==> config.mk <==
export PLATFORM = sky130hd
export DESIGN_NAME = luhp_host_port
export DESIGN_NICKNAME = d
export VERILOG_FILES = /design/src/luhp_pkg.sv /design/src/luhp_regmem.sv /design/src/luhp_host_port.sv
export SDC_FILE = /design/constraint.sdc
export NUM_CORES = 2
export LEC_CHECK = 0
export BUFFER_PORTS_ARGS = -buffer_cell sky130_fd_sc_hd__buf_2
export CORE_MARGIN = 2
export CORE_UTILIZATION = 30
export CTS_BUF_LIST = sky130_fd_sc_hd__clkbuf_4
export CTS_CLUSTER_SIZE = 25
export DETAILED_ROUTE_END_ITERATION = 8
export PLACE_DENSITY_LB_ADDON = 0.12
export SLEW_MARGIN = 10
export SYNTH_ARGS = -nofsm -noshare
export SYNTH_HDL_FRONTEND = slang
export SYNTH_SLANG_ARGS = --single-unit
==> constraint.sdc <==
create_clock -name mclk -period 2.65 [get_ports mclk]
set_clock_uncertainty 0.2 [all_clocks]
set_input_delay 0.265 -clock mclk [delete_from_list [all_inputs] [get_ports mclk]]
set_output_delay 0.265 -clock mclk [all_outputs]
set_load 0.1 [all_outputs]
==> src/luhp_pkg.sv <==
package luhp_pkg;
    // ==========================================
    // Geometry
    localparam int ADDR_W = 11;
    localparam int DATA_W = 8;
    localparam int REG_AW = 8;
    localparam int NUM_CHAN = 14;
    localparam int CHAN_REGS = 16;
    localparam int CHAN_SHIFT = 4;
    // ==========================================
    // Map
    localparam logic [7:0] GLOBAL_LO = 8'he0;
    localparam logic [7:0] GLOBAL_HI = 8'heb;
    localparam logic [7:0] RSVD_A_LO = 8'hec;
    localparam logic [7:0] RSVD_A_HI = 8'hed;
    localparam logic [7:0] RCLK_OUT_ADDR = 8'hee;
    localparam logic [7:0] RSVD_B_LO = 8'hef;
    localparam logic [7:0] RSVD_B_HI = 8'hf3;
    localparam logic [7:0] GLOBAL_EXTRA_ADDR = 8'hf4;
    localparam logic [7:0] TEST_LO = 8'hf5;
    localparam logic [7:0] TEST_HI = 8'hfd;
    localparam logic [7:0] DEVICE_IDENTIFIER_ADDR = 8'hfe;
    localparam logic [7:0] REVISION_ID_ADDR = 8'hff;
    localparam logic [3:0] CHAN_PATTERN_RX_EQ = 4'h0;
    localparam logic [3:0] CHAN_TERMINATION_JITTER = 4'h1;
    localparam logic [3:0] CHAN_TX_TEST_LOOPBACK = 4'h2;
    localparam logic [3:0] CHAN_CODE_ERROR_INSERT = 4'h3;
    localparam logic [7:0] REG_RESET = 8'h00;
    // Register three bits 7, 6 and 0 read zero
    localparam logic [7:0] REG3_MASK = 8'h3e;
    // Arbitrary identification values
    localparam logic [7:0] DEVICE_IDENTIFIER_DEF = 8'h5a;
    localparam logic [7:0] REVISION_ID_DEF = 8'h01;
    // ==========================================
    // Timing
    localparam int CLK_PERIOD_NS = 4;
    localparam int ACK_MAX_NS = 90;
    localparam int ACK_MAX_CYC = ACK_MAX_NS / CLK_PERIOD_NS;
    // ==========================================
    // Handshake states
    typedef enum logic [1:0] {
        LUHP_IDLE = 2'b00,
        LUHP_ACK = 2'b01,
        LUHP_HOLD = 2'b10
    } luhp_state_t;
endpackage : luhp_pkg

==> src/luhp_regmem.sv <==
`timescale 1ns/1ps
module luhp_regmem #(
    parameter int AW = 8,
    parameter int DW = 8,
    parameter int DEPTH = 224
) (
    input wire logic mclk,
    input wire logic resetn,
    input wire logic ce,
    input wire logic wr_en,
    input wire logic [AW-1:0] wr_addr,
    input wire logic [DW-1:0] wr_data,
    input wire logic [AW-1:0] rd_addr,
    output logic [DW-1:0] rd_data
);
    // ==========================================
    // Storage; reset so every field has a known value
    logic [DW-1:0] mem_r [DEPTH];

    genvar gi;
    generate
        for (gi = 0; gi < DEPTH; gi++)
        begin : g_word
            always_ff @(posedge mclk or negedge resetn)
            begin
                if (!resetn)
                    mem_r[gi] <= luhp_pkg::REG_RESET;
                else if (ce && wr_en && (wr_addr == AW'(gi)))
                    mem_r[gi] <= wr_data;
            end
        end
    endgenerate

    always_ff @(posedge mclk or negedge resetn)
    begin
        if (!resetn)
            rd_data <= luhp_pkg::REG_RESET;
        else if (ce)
            rd_data <= (int'(rd_addr) < DEPTH) ? mem_r[rd_addr] : luhp_pkg::REG_RESET;
    end
endmodule : luhp_regmem

==> src/luhp_host_port.sv <==
`timescale 1ns/1ps
module luhp_host_port #(
    parameter logic [7:0] DEVICE_IDENTIFIER = luhp_pkg::DEVICE_IDENTIFIER_DEF,
    parameter logic [7:0] REVISION_ID = luhp_pkg::REVISION_ID_DEF
) (
    input wire logic mclk,
    input wire logic resetn,
    input wire logic ce,
    input wire logic [luhp_pkg::ADDR_W-1:0] addr,
    input wire logic cs_n,
    input wire logic rd_wr_n,
    input wire logic we_n,
    input wire logic [luhp_pkg::DATA_W-1:0] data_in,
    output logic [luhp_pkg::DATA_W-1:0] data_out,
    output logic data_oe,
    output logic xfer_done_n,
    output logic [luhp_pkg::NUM_CHAN*luhp_pkg::DATA_W-1:0] chan_reg0,
    output logic [luhp_pkg::NUM_CHAN*luhp_pkg::DATA_W-1:0] chan_reg1,
    output logic [luhp_pkg::NUM_CHAN*luhp_pkg::DATA_W-1:0] chan_reg2,
    output logic [luhp_pkg::NUM_CHAN*luhp_pkg::DATA_W-1:0] chan_reg3,
    output logic [luhp_pkg::DATA_W-1:0] recovered_clock_output,
    output logic [luhp_pkg::DATA_W-1:0] global_control_extra
);
    localparam int DW = luhp_pkg::DATA_W;
    localparam int NC = luhp_pkg::NUM_CHAN;
    localparam int CHAN_END = NC * luhp_pkg::CHAN_REGS;
    localparam int GLB_N = int'(luhp_pkg::GLOBAL_HI) - int'(luhp_pkg::GLOBAL_LO) + 1;
    localparam int ACK_LIM = luhp_pkg::ACK_MAX_CYC;

    // ==========================================
    // Decode
    function automatic logic in_range(input logic [7:0] a, input logic [7:0] lo,
                                      input logic [7:0] hi);
        in_range = (a >= lo) && (a <= hi);
    endfunction : in_range

    logic [7:0] reg_addr;
    logic is_chan;
    logic [3:0] chan_idx;
    logic [3:0] chan_off;
    logic is_global;
    logic is_storage;
    logic is_rsvd;
    assign reg_addr = addr[luhp_pkg::REG_AW-1:0];
    assign is_chan = int'(reg_addr) < CHAN_END;
    assign chan_idx = reg_addr[7:luhp_pkg::CHAN_SHIFT];
    assign chan_off = reg_addr[luhp_pkg::CHAN_SHIFT-1:0];
    assign is_global = in_range(reg_addr, luhp_pkg::GLOBAL_LO, luhp_pkg::GLOBAL_HI);
    assign is_storage = is_chan || is_global;
    assign is_rsvd = in_range(reg_addr, luhp_pkg::RSVD_A_LO, luhp_pkg::RSVD_A_HI)
        || in_range(reg_addr, luhp_pkg::RSVD_B_LO, luhp_pkg::RSVD_B_HI)
        || in_range(reg_addr, luhp_pkg::TEST_LO, luhp_pkg::TEST_HI);

    // ==========================================
    // Handshake
    luhp_pkg::luhp_state_t state_r;
    luhp_pkg::luhp_state_t state_nxt;
    logic start;
    logic wr_fire;
    logic wr_store;
    logic [DW-1:0] wr_val;
    // strobes sampled on mclk, synchronous mode
    // write when direction low and strobe low
    assign start = !cs_n && !we_n && (state_r == luhp_pkg::LUHP_IDLE);
    assign wr_fire = start && !rd_wr_n;
    // reserved, test and identity writes are dropped
    assign wr_store = wr_fire && is_storage;
    // reserved bits of register three stay zero
    assign wr_val = (is_chan && chan_off == luhp_pkg::CHAN_CODE_ERROR_INSERT)
        ? (data_in & luhp_pkg::REG3_MASK) : data_in;

    always_comb
    begin
        state_nxt = state_r;
        unique case (state_r)
            luhp_pkg::LUHP_IDLE: if (start) state_nxt = luhp_pkg::LUHP_ACK;
            luhp_pkg::LUHP_ACK: state_nxt = luhp_pkg::LUHP_HOLD;
            // wait for host to release strobe or select
            luhp_pkg::LUHP_HOLD: if (cs_n || we_n) state_nxt = luhp_pkg::LUHP_IDLE;
            default: state_nxt = luhp_pkg::LUHP_IDLE;
        endcase
    end

    // ==========================================
    // Storage: channel blocks and globals
    logic [DW-1:0] mem_rd;
    luhp_regmem #(
        .AW(luhp_pkg::REG_AW),
        .DW(DW),
        .DEPTH(CHAN_END + GLB_N)
    ) u_mem (
        .mclk(mclk),
        .resetn(resetn),
        .ce(ce),
        .wr_en(wr_store),
        .wr_addr(reg_addr),
        .wr_data(wr_val),
        .rd_addr(reg_addr),
        .rd_data(mem_rd)
    );

    // Field copies kept in flops so the line logic sees them directly
    // per-channel field registers
    genvar gc;
    generate
        for (gc = 0; gc < NC; gc++)
        begin : g_chan
            logic hit;
            assign hit = wr_store && is_chan && (chan_idx == 4'(gc));
            always_ff @(posedge mclk or negedge resetn)
            begin
                if (!resetn)
                begin
                    chan_reg0[gc*DW +: DW] <= luhp_pkg::REG_RESET;
                    chan_reg1[gc*DW +: DW] <= luhp_pkg::REG_RESET;
                    chan_reg2[gc*DW +: DW] <= luhp_pkg::REG_RESET;
                    chan_reg3[gc*DW +: DW] <= luhp_pkg::REG_RESET;
                end
                else if (ce && hit)
                begin
                    if (chan_off == luhp_pkg::CHAN_PATTERN_RX_EQ)
                        chan_reg0[gc*DW +: DW] <= wr_val;
                    if (chan_off == luhp_pkg::CHAN_TERMINATION_JITTER)
                        chan_reg1[gc*DW +: DW] <= wr_val;
                    if (chan_off == luhp_pkg::CHAN_TX_TEST_LOOPBACK)
                        chan_reg2[gc*DW +: DW] <= wr_val;
                    if (chan_off == luhp_pkg::CHAN_CODE_ERROR_INSERT)
                        chan_reg3[gc*DW +: DW] <= wr_val;
                end
            end
        end
    endgenerate

    // ==========================================
    // Read mux; registered output of memory is used one cycle after start
    logic [7:0] addr_q_r;
    logic [DW-1:0] rd_mux;
    assign rd_mux = (int'(addr_q_r) < CHAN_END + GLB_N) ? mem_rd
        : (addr_q_r == luhp_pkg::RCLK_OUT_ADDR) ? recovered_clock_output
        : (addr_q_r == luhp_pkg::GLOBAL_EXTRA_ADDR) ? global_control_extra
        : (addr_q_r == luhp_pkg::DEVICE_IDENTIFIER_ADDR) ? DEVICE_IDENTIFIER
        : (addr_q_r == luhp_pkg::REVISION_ID_ADDR) ? REVISION_ID
        : luhp_pkg::REG_RESET;

    logic is_read_r;
    always_ff @(posedge mclk or negedge resetn)
    begin
        if (!resetn)
        begin
            state_r <= luhp_pkg::LUHP_IDLE;
            xfer_done_n <= 1'b1;
            addr_q_r <= luhp_pkg::REG_RESET;
            is_read_r <= 1'b0;
            data_out <= luhp_pkg::REG_RESET;
            data_oe <= 1'b0;
            recovered_clock_output <= luhp_pkg::REG_RESET;
            global_control_extra <= luhp_pkg::REG_RESET;
        end
        else if (ce)
        begin
            state_r <= state_nxt;
            // done low one cycle after the strobe is seen
            xfer_done_n <= !(state_nxt == luhp_pkg::LUHP_ACK
                || state_nxt == luhp_pkg::LUHP_HOLD);
            if (start)
            begin
                addr_q_r <= reg_addr;
                is_read_r <= rd_wr_n;
            end
            if (state_r == luhp_pkg::LUHP_ACK && is_read_r)
            begin
                data_out <= rd_mux;
                data_oe <= 1'b1;
            end
            else if (state_nxt == luhp_pkg::LUHP_IDLE)
                data_oe <= 1'b0;
            if (wr_fire && reg_addr == luhp_pkg::RCLK_OUT_ADDR)
                recovered_clock_output <= data_in;
            if (wr_fire && reg_addr == luhp_pkg::GLOBAL_EXTRA_ADDR)
                global_control_extra <= data_in;
        end
    end

    // ==========================================
    // Checks
    a_done_follows_write: assert property (@(posedge mclk) disable iff (!resetn)
        (ce && wr_fire) |=> !xfer_done_n)
        else $error("done not asserted after write strobe");
    a_done_within_limit: assert property (@(posedge mclk) disable iff (!resetn)
        (ce && start) |-> ##[1:ACK_LIM] !xfer_done_n)
        else $error("done later than limit");
    a_chan_store: assert property (@(posedge mclk) disable iff (!resetn)
        (ce && wr_store && chan_idx == 4'h0 && chan_off == luhp_pkg::CHAN_PATTERN_RX_EQ)
        |=> chan_reg0[DW-1:0] == $past(data_in))
        else $error("channel zero register not stored");
    a_reg3_reserved: assert property (@(posedge mclk) disable iff (!resetn)
        (chan_reg3[DW-1:0] & ~luhp_pkg::REG3_MASK) == 8'h00)
        else $error("reserved bits of register three set");
    a_rsvd_no_store: assert property (@(posedge mclk) disable iff (!resetn)
        (ce && wr_fire && is_rsvd) |=> ($stable(recovered_clock_output)
        && $stable(global_control_extra) && $stable(chan_reg0)))
        else $error("reserved write altered state");
    a_id_readback: assert property (@(posedge mclk) disable iff (!resetn)
        (ce && start && rd_wr_n && reg_addr == luhp_pkg::DEVICE_IDENTIFIER_ADDR) ##1 ce
        |=> data_out == DEVICE_IDENTIFIER)
        else $error("device identity not returned");
    a_global_store: assert property (@(posedge mclk) disable iff (!resetn)
        (ce && wr_fire && reg_addr == luhp_pkg::GLOBAL_EXTRA_ADDR)
        |=> global_control_extra == $past(data_in))
        else $error("global register not stored");
    a_hold_release: assert property (@(posedge mclk) disable iff (!resetn)
        (ce && state_r == luhp_pkg::LUHP_HOLD && (cs_n || we_n)) |=> xfer_done_n)
        else $error("done not released");
endmodule : luhp_host_port

Word-level counts from Yosys, hierarchy flattened:

Cells that the tools add are included.

* input bits: 25
* output and inout bits: 474
* flip-flop bits (word level): 2381

* bitwise logic cells: 1
* reductions and logical operators: 349
* order comparisons: 6
* eq/ne operators: 261
* mux-type cells: 15

Operator list (number)
* 8-bit == test (second input constant): 114
* 8-bit by 7-bit == test with 1-bit output (second input constant): 64
* 1-bit logical AND: 275
* 8-bit by 6-bit == test with 1-bit output (second input constant): 32
* 8-bit by 5-bit == test with 1-bit output (second input constant): 16
* 2-bit AND reduction: 61
* 8-bit binary-select mux with 8-bit select: 1
* 8-bit by 4-bit == test with 1-bit output (second input constant): 8
* 8-bit 2-to-1 mux: 7
* 8-bit by 3-bit == test with 1-bit output (second input constant): 4
* 4-bit == test (second input constant): 6
* 8-bit < comparator (second input constant): 3
* 4-bit by 2-bit == test with 1-bit output (second input constant): 4
* 4-bit by 3-bit == test with 1-bit output (second input constant): 4
* 8-bit by 2-bit == test with 1-bit output (second input constant): 2
* 9-bit >= comparator (second input constant): 1
* 8-bit inverter with 9-bit output: 1
* 4-bit by 1-bit == test with 1-bit output (second input constant): 2
* 8-bit by 1-bit == test with 1-bit output (second input constant): 1
* 8-bit >= comparator (second input constant): 1
* 8-bit <= comparator (second input constant): 1
* 4-bit logical NOT: 2
* 8-bit logical NOT: 1
* 7-bit 2-to-1 mux: 1
* 9 further kinds: 20

Logic depth before layout (Yosys ltp):

* word-level depth: 9
* gate-level depth with buffers: 13

Modules after synthesis:

A second synthesis with hierarchy kept.

* cells, all modules: 6817
* area total of the unflattened synthesis: 104786.7 µm²

Modules (own cells, without submodules)
* luhp_regmem: area each 86306.5 µm², instances 1, sequential area each 47445.5 µm², cells an instance 5615
* luhp_host_port: area each 18480.2 µm², instances 1, sequential area each 12137.9 µm², cells an instance 1202

Least setup slack after synthesis:

Ideal clock, no wire load.

* path type: input port to flip-flop
* start: input port addr[0] (netlist bit)
* end: register u_mem.rd_data[7]
* cell stages on the path: 9
* library setup time: 150 ps
* arrival: 2338 ps
* buffers on the path: 4
* path slack: -37 ps
* path through: buf_4 > buf_6 > buf_6 > buf_2 > mux4_2 > a221oi_1 > a31oi_1 > o41ai_1 > a22oi_1

* longest elaborated chain between the ends: 5

RTL lines
* start, declared: RTL line luhp_host_port.sv:9 `input wire logic [luhp_pkg::ADDR_W-1:0] addr,`
* 8-bit inverter with 9-bit output (implied by the code): RTL line luhp_regmem.sv:39 `rd_data <= (int'(rd_addr) < DEPTH) ? mem_r[rd_addr] : luhp_pkg::REG_RESET;`
* 8-bit binary-select mux with 8-bit select: RTL line luhp_regmem.sv:39
* 8-bit 2-to-1 mux (implied by the code) (2 in a row): RTL line luhp_regmem.sv:39
* 8-bit 2-to-1 mux (*): RTL line luhp_regmem.sv:39
* end signal, assigned: RTL line luhp_regmem.sv:37 `rd_data <= luhp_pkg::REG_RESET;`
* end signal, assigned: RTL line luhp_regmem.sv:39
* end, declared: RTL line luhp_regmem.sv:14 `output logic [DW-1:0] rd_data`

Mark *: on every way between the ends. The rest lies on a longest branch, timed or not. The select of a mux whose other input is x is not followed.
A chain may end at the register's enable or synchronous reset.

Final worst setup path:

* start: input port addr[6] (netlist bit)
* end: register u_mem.rd_data[3]

The elaborated chain is that of the path after synthesis.

==> results.md <==
- Entering global routing, the biggest net connects 121 pins.
- The area of placed instances is 0.121 sq mm.
- The signal on the critical path passes through dlygate4sd3_1 -> buf_2 -> dlygate4sd3_1 -> buf_4 -> nand2_1 -> dlygate4sd3_1 -> buf_4 -> nor2_2 -> nand3_1 -> o311ai_1 -> nor3_1 -> buf_4 -> a32o_1 -> a31oi_1.
- The total core area is 0.343 sq mm.
- The worst register-to-register path has a setup slack of -110 ps.
- In the routed design, unresolved DRC markers number 0.
- The worst hold path terminates at addr_q_r[2].
- Global routing finished with a remaining overflow of 0.
- The register share of total power is 0.473.
- The dominant delay contributor by cell family on the critical path is buffers and inverters.
- The cell at the root of the clock tree is sky130_fd_sc_hd__clkbuf_4.
- The number of top-level pins is 499.
- IR analysis of the VDD net gives a maximum drop of 400 uV.
- The beginning of the worst hold path is addr[2].
- The clock buffer count from CTS is 683.
- The cell at the slowest stage of the critical path is sky130_fd_sc_hd__dlygate4sd3_1.
- Data on the critical path arrives at its endpoint at 4270 ps.
- The H-tree level count is 6.
- The Yosys step of the flow raised 0 warnings.
- The count of filler cells inserted in the layout is 32,400.
- The total power divided by cell area is 557 mW/mm^2.
- The switching part of the total is 0.270.
- The die area is 0.349 sq mm.
- The required time of the critical path is 4000 ps.
- The fraction of final layout cells sized beyond drive strength 1 is 0.449.
- The clock transition at the registers of the reported paths is 60 ps.
- For this run, the total global-route usage over all layers was measured as 0.219.
- The number of different library cells in the post-synthesis netlist is 71.
- The area share of fa/ha/maj cells after synthesis is 0.
- Summing all non-filler instances in the final layout gives an area of 0.140 sq mm.
- The critical path in this run is classified as input port to register.
- The largest family of logic cells by synthesized area is multiplexers.
- The number of antenna-violating nets in the routed design is 0.
- The first global-routing pass estimated 564,000 um of wire.
- Setup repair after global routing could not meet its margin everywhere.
- The post-synthesis cell count is 8,206.
- The area taken by multi-input logic gates is 0.0411 sq mm.
- The layout-stage area growth over the synthesis result is 35.6%.
- Using the TritonRoute via totals, the vias-per-cell ratio works out to 4.99.
- By count the netlist is led by sky130_fd_sc_hd__dfrtp_1 (2,380), sky130_fd_sc_hd__nand2_1 (1,524), sky130_fd_sc_hd__mux2_2 (1,329).
- The run finished, with violations left.
- The share of the synthesized area in compound gates (AO/OA/AOI/OAI) is 0.0635.
- The starting density of the core is 0.301.
- The largest single stage delay on the critical path is 730 ps.
- The number of optimization iterations in the first detailed-route pass is 8.
- The clock latency on the worst-skew pair is 1670 ps.
- Setup violations remaining at the end of the flow were counted as 336.
- The final reports fail on setup timing.
- STA classifies the critical path endpoint as a register.
- The number of antenna violations at the first check in global routing is 30.
- The worst register-to-register path begins at state_r[0].
- The transition time at the pin with the least slew margin is 898 ps.
- The post-route clock period utilization is 1.10.
- The worst reg2reg path depth is 13.
- Of the total synthesized cell area, the portion taken by XOR and XNOR cells is 0.
- For this design the total switching power over the nets is 21.1 mW.
- The dominant synthesized flop cell is sky130_fd_sc_hd__dfrtp_1.
- The setup slack after placement is -1100 ps.
- Static timing analysis puts the maximum clock frequency at 342 MHz.
- The aggregate routed wire length is 391,000 um.
- The via count of the first global-routing pass is 79,000.
- The synthesized design contains 0 enable-type register cells.
- The number of nets in the synthesized netlist is 8,231.
- The chip height is 591 um.
- The clock network fraction of design power is 0.446.
- A synthesized cell averages 12.6 sq um.
- Yosys instantiated no cell more often than sky130_fd_sc_hd__dfrtp_1.
- The detailed placement HPWL is 267,000 um.
- The via count is 75,100.
- The number of nets in the finished design is 10,000.
- The tightest min-delay check is of the input port to register type.
- In the post-synthesis netlist, the biggest area contributors are sky130_fd_sc_hd__dfrtp_1 (58%), sky130_fd_sc_hd__mux2_2 (14%), sky130_fd_sc_hd__mux4_2 (8.0%).
- The worst hold path cell count is 4.
- The final number of max-transition violations is 0.
- The detailed router finished its first iteration with 4,573 violations.
- The fraction of power consumed by combinational cells is 0.081.
- At the end of routability-driven placement, the weighted congestion stood at 0.871.
- TritonCTS built the clock tree.
- The worst-case clock buffer depth is 4.
- The critical-path maximum fanout is 6.
- The internal power summed over all cells is 57.0 mW.
- Of the post-synthesis cell area, the dominant cell type holds 0.576.
- Measured along the x axis, the die boundary spans 591 um.
- Summed over all instances, the cell type with the most area after synthesis is sky130_fd_sc_hd__dfrtp_1.
- The initialized floorplan defines 215 standard-cell rows.
- The overall power after layout is 78.1 mW.
- After synthesis the netlist holds a flip-flop and latch count of 2,381.
- Summing all flip-flop and latch instances after layout gives 0.0596 sq mm.
- The synthesized netlist occupies a cell area of 0.103 sq mm.
- The average wire per cell in the routed design is 26.0 um.
- The normalized max-slew margin is 0.386.
- The static leakage is 67.6 nW.
- The time the final worst path needs with I/O delays and setup is 2920 ps.
- The mux cell area share after synthesis is 0.247.
- The share of the yosys chip area belonging to registers is 0.576.
- Counting flops with an async set or reset pin after synthesis yields a share of 1.00.
- The tool flagged a number of max-cap violations equal to 0.
- The element type at the critical path start is an input port.
- In this run the critical register-to-register path is captured at u_mem.mem_r[971].
- The worst path setup slack after routing is -275 ps.
- The number of sinks on the clock net is 2,381.
- The share of synthesized cell area in and, or, nand and nor gates is 0.0806.
- The number of buffer cells added on primary ports is 495.
- The final hold violation count is 0.
- The number of buffers and inverters on the critical path is 7.
-- power by group through the flow --
| stage | clock network [mW] | logic, mW | registers, mW |
|---|---|---|---|
| final | 34.8 | 6.29 | 37.0 |
| after global routing | 38.3 | 6.67 | 37.0 |
| after detailed placement | 0 | 5.91 | 37.6 |
| after floorplan | 0 | 1.93 | 38.1 |
| after CTS | 36.2 | 6.32 | 36.9 |
| after global placement | 0 | 5.86 | 37.6 |
-- registers in the layout, summed over array words and instances, names as in the netlist --
signal                  flops
data_out                    8
addr_q_r                    8
state_r                     2
chan_reg3                 112
u_mem.mem_r              1888
chan_reg0                 112
global_control_extra        8
recovered_clock_output      8
chan_reg2                 112
data_oe                     1
is_read_r                   1
xfer_done_n                 1
chan_reg1                 112
u_mem.rd_data               8
-- through the flow --
step           hold slack (ps)  cells   util  setup TNS (ps)
2_1_floorplan             -231   8206      -               0
3_3_place_gp              56.2  13600  0.352         -419190
3_5_place_dp              52.6  13600  0.352         -442040
4_1_cts                  0.559  14900  0.401          -82130
5_1_grt                   74.8  15000  0.409          -96050
6_report                   176  15100  0.409          -15890
-- cells in the final DEF, fill, tap and decap left out, types with 16 or more instances in the layout --
cell | Yosys | final
sky130_fd_sc_hd__nand2b_1 | 24 | 24
sky130_fd_sc_hd__nand3_1 | 37 | 37
sky130_fd_sc_hd__clkbuf_16 | 0 | 25
sky130_fd_sc_hd__o22ai_1 | 56 | 56
sky130_fd_sc_hd__buf_8 | 0 | 20
sky130_fd_sc_hd__o21ai_0 | 845 | 830
sky130_fd_sc_hd__mux4_2 | 365 | 365
sky130_fd_sc_hd__nand2_1 | 1524 | 1488
sky130_fd_sc_hd__diode_2 | 0 | 17
sky130_fd_sc_hd__buf_4 | 63 | 935
sky130_fd_sc_hd__a21oi_1 | 43 | 42
sky130_fd_sc_hd__nand2_2 | 0 | 18
sky130_fd_sc_hd__clkinv_1 | 0 | 110
sky130_fd_sc_hd__dlygate4sd3_1 | 0 | 50
sky130_fd_sc_hd__a221oi_1 | 18 | 16
sky130_fd_sc_hd__and2_1 | 81 | 80
sky130_fd_sc_hd__clkbuf_4 | 0 | 987
sky130_fd_sc_hd__a31oi_1 | 19 | 17
sky130_fd_sc_hd__buf_12 | 0 | 797
sky130_fd_sc_hd__a22oi_1 | 64 | 59
sky130_fd_sc_hd__nor3_1 | 25 | 19
sky130_fd_sc_hd__buf_6 | 14 | 28
sky130_fd_sc_hd__nand4_1 | 75 | 75
sky130_fd_sc_hd__nor2b_1 | 35 | 30
sky130_fd_sc_hd__mux2i_1 | 233 | 232
sky130_fd_sc_hd__nor2_1 | 93 | 73
sky130_fd_sc_hd__dfrtp_1 | 2380 | 2373
sky130_fd_sc_hd__mux2_2 | 1329 | 1328
-- logic make-up (layout without fill, tap and decap cells) --
kind of cell | Yosys count | count (layout)
simple gates | 1971 | 1971
flops | 2381 | 2381
mux | 1927 | 1927
buf+inv | 766 | 3045
compound gates | 1161 | 1161
other cells | 0 | 17
-- what timing repair did --
action,in CTS,in global routing
gates cloned,6,26
endpoints found under the hold margin,4762,97
hold buffers,57,3
gates resized for setup,1863,221
pin swaps,21,16
buffers inserted,73,125
setup endpoints to repair,1591,1115
-- layer usage --
metal  up-vias  wire length (um)  GRT usage
met2      2098            186000      0.358
met4         4             12900     0.0739
met3       635             18800     0.0359
met1     39200            173000      0.295
met5         -                27          0
li1      33100                 -          -
-- cell type report --
class | count | share of cell area
sequential | 2381 | 0.425
clock buffer | 987 | 0.0529
timing repair buffer | 1879 | 0.179
clock inverter | 176 | 0.00845
inverter | 3 | 0.0000803
tap | 4557 | 0.0407
antenna | 17 | 0.000304
multi-input combinational | 5059 | 0.293
-- worst min-delay path, cell delays in order --
cell and delay, ps:
sky130_fd_sc_hd__dlygate4sd3_1 550, sky130_fd_sc_hd__buf_4 260, sky130_fd_sc_hd__mux2_2 210, sky130_fd_sc_hd__dlygate4sd3_1 570
-- how the worst max path moves through the flow --
stage,from,end,slack [ps],depth (start not counted)
after global placement,addr[1],u_mem.rd_data[1],-1190,11
after floorplan,addr[1],u_mem.rd_data[2],10,11
after detailed placement,addr[1],u_mem.rd_data[1],-1100,11
after CTS,chan_reg3[97],chan_reg3[97],-360,1
final,addr[6],u_mem.rd_data[3],-270,14
after global routing,chan_reg3[97],chan_reg3[97],-310,1
No activity file was read; power rests on OpenSTA's default activity.
